### config.mk
export PLATFORM = sky130hd
export DESIGN_NAME = prs_program_regs
export DESIGN_NICKNAME = d
export VERILOG_FILES = /design/src/core/prs_pkg.sv /design/src/core/prs_align_check.sv /design/src/core/prs_program_regs.sv
export SDC_FILE = /design/constraint.sdc
export NUM_CORES = 2
export LEC_CHECK = 0
export BUFFER_PORTS_ARGS = -buffer_cell sky130_fd_sc_hd__buf_4
export CORE_MARGIN = 4
export CORE_UTILIZATION = 29
export CTS_BUF_LIST = sky130_fd_sc_hd__clkbuf_8
export DETAILED_ROUTE_END_ITERATION = 8
export SLEW_MARGIN = 15
export SYNTH_ARGS = -nofsm -noshare
export SYNTH_HDL_FRONTEND = slang
export SYNTH_SLANG_ARGS = --single-unit
### constraint.sdc
create_clock -name i_core_clk -period 10.3 [get_ports i_core_clk]
set_clock_uncertainty 0.1 [all_clocks]
set_input_delay 2.06 -clock i_core_clk [delete_from_list [all_inputs] [get_ports i_core_clk]]
set_output_delay 2.06 -clock i_core_clk [all_outputs]
set_load 0.02 [all_outputs]
### src/core/prs_pkg.sv
package prs_pkg;
    // datapath shape
    localparam int XLEN = 32;             // width of every register
    localparam int NREG = 32;             // general-purpose register count
    localparam int AW = 5;                // register number width
    // registers with a fixed meaning
    localparam logic [4:0] REG_ZERO = 5'h00;    // reads as zero
    localparam logic [4:0] REG_STR_DOFF = 5'h1A; // string dest bit offset
    localparam logic [4:0] REG_STR_SOFF = 5'h1B; // string src bit offset
    localparam logic [4:0] REG_STR_LEN = 5'h1C;  // string length
    localparam logic [4:0] REG_STR_DADR = 5'h1D; // string dest address
    localparam logic [4:0] REG_STR_SADR = 5'h1E; // string src address
    localparam logic [4:0] REG_LINK = 5'h1F;     // link pointer
    // reset values
    localparam logic [31:0] PC_RESET = 32'h0FFFFFF0; // fetch start address
    localparam logic [31:0] GPR_RESET = 32'h00000000;
    localparam int PC_LSB = 0;            // pc bit that is tied low
    // data access sizes seen by the alignment check
    typedef enum logic [1:0] {
        SZ_BYTE,
        SZ_HALF,
        SZ_WORD,
        SZ_RSVD
    } acc_size_e;
endpackage

### src/core/prs_align_check.sv
`timescale 1ns/1ns
// flags a data access whose address is not aligned to its size
module prs_align_check (
    input wire logic i_core_clk,
    input wire logic i_sys_rst,
    input wire logic i_acc_valid,
    input wire prs_pkg::acc_size_e i_acc_size,
    input wire logic [1:0] i_acc_addr,
    output logic o_alignment_error_out
);
    import prs_pkg::*;

    ////////////////////////////////////////////////////////////////////////
    // misalignment decode
    wire half_bad = i_acc_addr[0];           // halfword needs bit 0 low
    wire word_bad = |i_acc_addr;             // word needs both bits low
    wire size_bad = (i_acc_size == SZ_HALF) ? half_bad :
                    (i_acc_size == SZ_WORD) ? word_bad : 1'b0;
    wire err_nxt = i_acc_valid & size_bad;

    ////////////////////////////////////////////////////////////////////////
    // flag register: high through reset, then tracks each access
    // no bus-hold input: the flag keeps working while the bus is held
    logic err_r;
    always_ff @(posedge i_core_clk) begin
        if (i_sys_rst) begin
            err_r <= 1'b1;
        end else begin
            err_r <= err_nxt;
        end
    end
    assign o_alignment_error_out = err_r;
endmodule // prs_align_check

### src/core/prs_program_regs.sv
`timescale 1ns/1ns
module prs_program_regs (
    input wire logic i_core_clk,
    input wire logic i_sys_rst,
    // two read ports for operands
    input wire logic [prs_pkg::AW-1:0] i_rd_a_sel,
    output logic [prs_pkg::XLEN-1:0] o_rd_a_data,
    input wire logic [prs_pkg::AW-1:0] i_rd_b_sel,
    output logic [prs_pkg::XLEN-1:0] o_rd_b_data,
    // result write port, taken at instruction completion
    input wire logic i_wr_en,
    input wire logic [prs_pkg::AW-1:0] i_wr_sel,
    input wire logic [prs_pkg::XLEN-1:0] i_wr_data,
    // jump-and-link return address write
    input wire logic i_jump_link_instruction,
    input wire logic [prs_pkg::XLEN-1:0] i_link_addr,
    // program counter
    input wire logic i_pc_load,
    input wire logic [prs_pkg::XLEN-1:0] i_pc_next,
    output logic [prs_pkg::XLEN-1:0] o_pc,
    // implicit string operands
    output logic [prs_pkg::XLEN-1:0] o_str_dst_off,
    output logic [prs_pkg::XLEN-1:0] o_str_src_off,
    output logic [prs_pkg::XLEN-1:0] o_str_length,
    output logic [prs_pkg::XLEN-1:0] o_str_dst_addr,
    output logic [prs_pkg::XLEN-1:0] o_str_src_addr,
    // data access checked for alignment
    input wire logic i_acc_valid,
    input wire prs_pkg::acc_size_e i_acc_size,
    input wire logic [1:0] i_acc_addr,
    output logic o_alignment_error_out
);
    import prs_pkg::*;

    ////////////////////////////////////////////////////////////////////////
    // shape checks: the decode assumes one select code per register and
    // a 32-bit word, so any other package setting is refused up front
    if (XLEN != 32) begin : g_bad_width
        $error("register width must be 32");
    end
    if (NREG != 32) begin : g_bad_count
        $error("register count must be 32");
    end
    if (AW != $clog2(NREG)) begin : g_bad_sel
        $error("select width must match the register count");
    end
    if (REG_LINK != 5'(NREG - 1)) begin : g_bad_link
        $error("link register must be the last entry");
    end
    // an odd start address could never be fetched with bit 0 tied low
    if (PC_RESET[PC_LSB] != 1'b0) begin : g_bad_start
        $error("start address must be even");
    end

    ////////////////////////////////////////////////////////////////////////
    // storage: entry 0 is never a flop, it is a constant zero
    logic [XLEN-1:0] ent_r [1:NREG-1]; // flop words, entries 1 to 31
    // read view; entry 0 is a tie so each element has a single driver
    wire [XLEN-1:0] gpr_r [NREG];
    logic [XLEN-1:1] pc_r; // pc without its tied-low bit

    ////////////////////////////////////////////////////////////////////////
    // write decode per entry
    // link write takes entry 31 if both ports aim there, so a return
    // address is never overwritten by a stale result in the same cycle
    wire link_hit = i_jump_link_instruction;
    wire gen_hit = i_wr_en & (i_wr_sel != REG_ZERO);

    assign gpr_r[0] = GPR_RESET;

    genvar g;
    generate
        for (g = 1; g < NREG; g++) begin : g_entry
            // entry select for this register
            wire link_sel = link_hit & (g == NREG - 1);
            wire gen_sel = gen_hit & (i_wr_sel == AW'(g));
            wire [XLEN-1:0] wr_val = link_sel ? i_link_addr : i_wr_data;
            // one flop word per register, updated at completion edge
            always_ff @(posedge i_core_clk) begin
                if (i_sys_rst) begin
                    ent_r[g] <= GPR_RESET;
                end else if (link_sel | gen_sel) begin
                    ent_r[g] <= wr_val;
                end
            end
            assign gpr_r[g] = ent_r[g];

        end
    endgenerate

    ////////////////////////////////////////////////////////////////////////
    // read selection: any register serves any operand role
    assign o_rd_a_data = gpr_r[i_rd_a_sel];
    assign o_rd_b_data = gpr_r[i_rd_b_sel];

    // implicit string operands straight off their registers
    assign o_str_dst_off = gpr_r[REG_STR_DOFF];
    assign o_str_src_off = gpr_r[REG_STR_SOFF];
    assign o_str_length = gpr_r[REG_STR_LEN];
    assign o_str_dst_addr = gpr_r[REG_STR_DADR];
    assign o_str_src_addr = gpr_r[REG_STR_SADR];

    ////////////////////////////////////////////////////////////////////////
    // program counter; bit 0 is not stored so no odd target can land
    always_ff @(posedge i_core_clk) begin
        if (i_sys_rst) begin
            pc_r <= PC_RESET[XLEN-1:1];
        end else if (i_pc_load) begin
            pc_r <= i_pc_next[XLEN-1:1];
        end
    end
    assign o_pc = {pc_r, 1'b0};

    ////////////////////////////////////////////////////////////////////////
    // alignment flag
    prs_align_check u_align (
        .i_core_clk(i_core_clk),
        .i_sys_rst(i_sys_rst),
        .i_acc_valid(i_acc_valid),
        .i_acc_size(i_acc_size),
        .i_acc_addr(i_acc_addr),
        .o_alignment_error_out(o_alignment_error_out)
    );
endmodule // prs_program_regs

==> impl_metrics.ini <==
[run_status]
status = complete, no violations

[finish]
count_of_fill_cells_added_during_filler_insertion = 18600
areaGrowthSynthToFinish_pct = 14.0
final_net_count = 4192
utilization_pct = 33.4
drive_above_1_share_pct = 29.2

[route]
dr_total_vias = 36800
wirelength_um = 212000
drc_errors_left = 0
wire_per_inst_um = 31.5
post_drt_via_cell_ratio = 5.46
detailedRoute.firstPassIterationCount = 5
drtAntennaViolNets = 0
drt_iter0_markers = 4564

[yosys]
postSynthRegisterBits = 1024
mappedNetlistNets = 4114
netlist_area_mm2 = 0.0559
yosysSeqAreaShare_pct = 54.4
synthesis.yosys.warnings = 0
yosysUniqueCellTypes = 38
synth_largest_area_cell = sky130_fd_sc_hd__edfxtp_1
synth_cells = 3993
avgSynthCellArea_um2 = 14.0
synth_top_area_share_pct = 53.2
post_synth_main_area_contributors = sky130_fd_sc_hd__edfxtp_1 (53%), sky130_fd_sc_hd__mux4_2 (15%), sky130_fd_sc_hd__and2_1 (11%), sky130_fd_sc_hd__mux2i_1 (3.6%), sky130_fd_sc_hd__a22o_1 (3.0%)

[sta]
finalSetupViolCount = 0
maxSlewViolCount = 0
timing_worst_slew_pin_value_ns = 1.21
final_hold_viol_count = 0
setup_total_negative_slack_ns = 0
final.period_utilization_pct = 73.2
slew-limit-headroom_pct = 19.1
fmaxAchievable_mhz = 133
min_period_ns = 7.54
setup_repair_after_global_routing_missed_its_margin = false
post_route_hold_slack_ns = 0.397

[power]
power.static_leakage_uw = 0.0229
power.switching_uw = 2900
p_seq_share_pct = 48.7
p_int_uw = 7290
power.ir.vdd_worst_uv = 107
comb_power_share_pct = 14.7
share_clk_of_total_power_pct = 36.6
power.density_cell_area_mw_per_mm2 = 160
fraction_of_power_spent_switching_nets_pct = 28.5

[min_path]
hold_path_class = register to register

[run]
maxCapViolCount = 0

[global_routing]
grt_start_max_net_pins = 79
grt_usage_pct = 20.6
grt_first_pass_wirelength_um = 290000
grt_pass1_vias = 36900
number_of_antenna_violations_at_the_first_check_in_global_routing = 27
gr-total-overflow = 0

[critical_path]
worstPathArrival_ns = 5.38
critPathLaunch = i_rd_b_sel[0]
timing.reg2reg.setup_slack_ns = 9.40
start_kind = input pin
path_class = input pin to output pin
r2r_end = pc_r[7]
timing_endpoint_of_the_critical_path = o_rd_b_data[0]
rr_worst_depth = 2
critPathCaptureType = output pin
timing.critical_path.fanout_max = 70
r2r_start = pc_r[7]
required_ns = 8.14

[clock_tree]
cts_post_setup_buffers_inserted = 0
cts.repair.resized = 0
clk_transition_reported_paths_ns = 0.05
numClockSinks = 1024
tritoncts_clock_tree = done
clock-root-buffer = sky130_fd_sc_hd__clkbuf_8
cts_buffers = 181
clock_tree.htree_level_count = 4
clk-insertion-delay-late_ns = 0.88
clockBufferDepth = 3
cts_hold_buffers = 0

[floorplan]
design.die.area_mm2 = 0.200
core-area_mm2 = 0.191
fp.dieW_um = 447
floorplan.initialDensity_pct = 29.3
placementRows = 160
die_h_um = 447
boundaryPins = 378

[place]
place.gp.congestion = 0.880
placement.io_buffers = 375
dpl.hpwl_um = 131000
-- critical path: stages --
cell	delay, ns
sky130_fd_sc_hd__buf_8	0.55
sky130_fd_sc_hd__buf_12	0.53
sky130_fd_sc_hd__mux4_2	0.63
sky130_fd_sc_hd__a22o_1	0.26
sky130_fd_sc_hd__o21ai_1	0.57
sky130_fd_sc_hd__o31ai_1	0.31
sky130_fd_sc_hd__buf_4	0.25
-- logic make-up (layout without fill, tap and decap cells) --
kind of cell	Yosys count	in the layout	synth area share, %
AOI/OAI and AO/OA	505	505	6.84
and+or+nand+nor	1227	1227	13.1
xor gates and xnor gates	1	1	0.0157
DFF	1024	1024	54.4
other	1	12	0.00670
buffers and inverters	588	816	5.39
muxes	647	647	20.3
-- worst min path at each step --
stage                  start  endpoint  slack (ns)  cells after the start
detailed placement  pc_r[30]  pc_r[30]        0.39                      2
global route        pc_r[31]  pc_r[31]        0.44                      2
finish              pc_r[31]  pc_r[31]        0.40                      2
floorplan           pc_r[31]  pc_r[31]        0.48                      2
CTS                 pc_r[30]  pc_r[30]        0.40                      2
global placement     pc_r[3]   pc_r[3]        0.38                      2
-- sequential cells by signal, indices dropped and copies added, names as in the netlist --
signal and count:
pc_r 31, ent_r 992, u_align.o_alignment_error_out 1
-- power by group through the flow --
stage	clock network [µW]	registers (µW)	logic, µW
floorplan	0	4990	919
global placement	0	5030	1490
detailed placement	0	5040	1500
CTS	3800	4950	1510
global route	3980	4980	1560
finish	3730	4960	1500
-- routing by layer --
| metal | vias to the layer above | global-route usage [%] | part of all wire (%) |
|---|---|---|---|
| met5 | - | 0 | 0 |
| met4 | 0 | 11.5 | 5.9 |
| met3 | 426 | 4.70 | 9.8 |
| met2 | 2295 | 33.5 | 48 |
| met1 | 19000 | 25.4 | 36 |
| li1 | 15200 | - | - |
-- synth_stat cells, drive strengths merged --
library cell and count:
or4 1, a22o 192, mux4 384, xor2 1, buf 263, mux2i 199, a211o 24, dfxtp 32
or3 1, and2 994, nand3b 1, clkbuf 323, conb 1, nand2b 3, nand4 1, o21ai 65
or2 1, a211oi 64, o31ai 64, edfxtp 992, a21o 1, a31o 4, o22ai 64, nand3 6
a41o 2, nand2 78, o21bai 25, nor2b 35, and3 32, mux2 64, nor2 74, inv 2
-- metrics by stage --
step,worst slack (ns),cell area [µm²],instances,power [µW]
global route,2.70,63800,6741,10500
global placement,2.76,60300,6399,6520
CTS,2.72,63700,6732,10300
detailed placement,2.72,60300,6399,6540
floorplan,4.42,55900,3993,5900
finish,2.76,63800,6743,10200
-- cell type report --
cell class | instances | area [µm²] | share of cell area [%]
Sequential cell | 1024 | 30400 | 47.7
Multi-Input combinational cell | 2381 | 23000 | 36.0
Timing Repair Buffer | 481 | 3700 | 5.81
Tap cell | 2511 | 3140 | 4.93
Clock buffer | 182 | 2500 | 3.93
Clock inverter | 151 | 970 | 1.52
Antenna cell | 11 | 27.5 | 0.0432
Inverter | 2 | 7.51 | 0.0118
-- placed cells by master (no fill, tap or decap), drive strengths merged, types with 74 or more instances in the layout --
master	count
buf	481
a22o	192
clkbuf	182
edfxtp	992
nor2	74
mux2i	199
clkinv	80
nand2	78
and2	994
mux4	384
(Power assumes the default switching activity.)
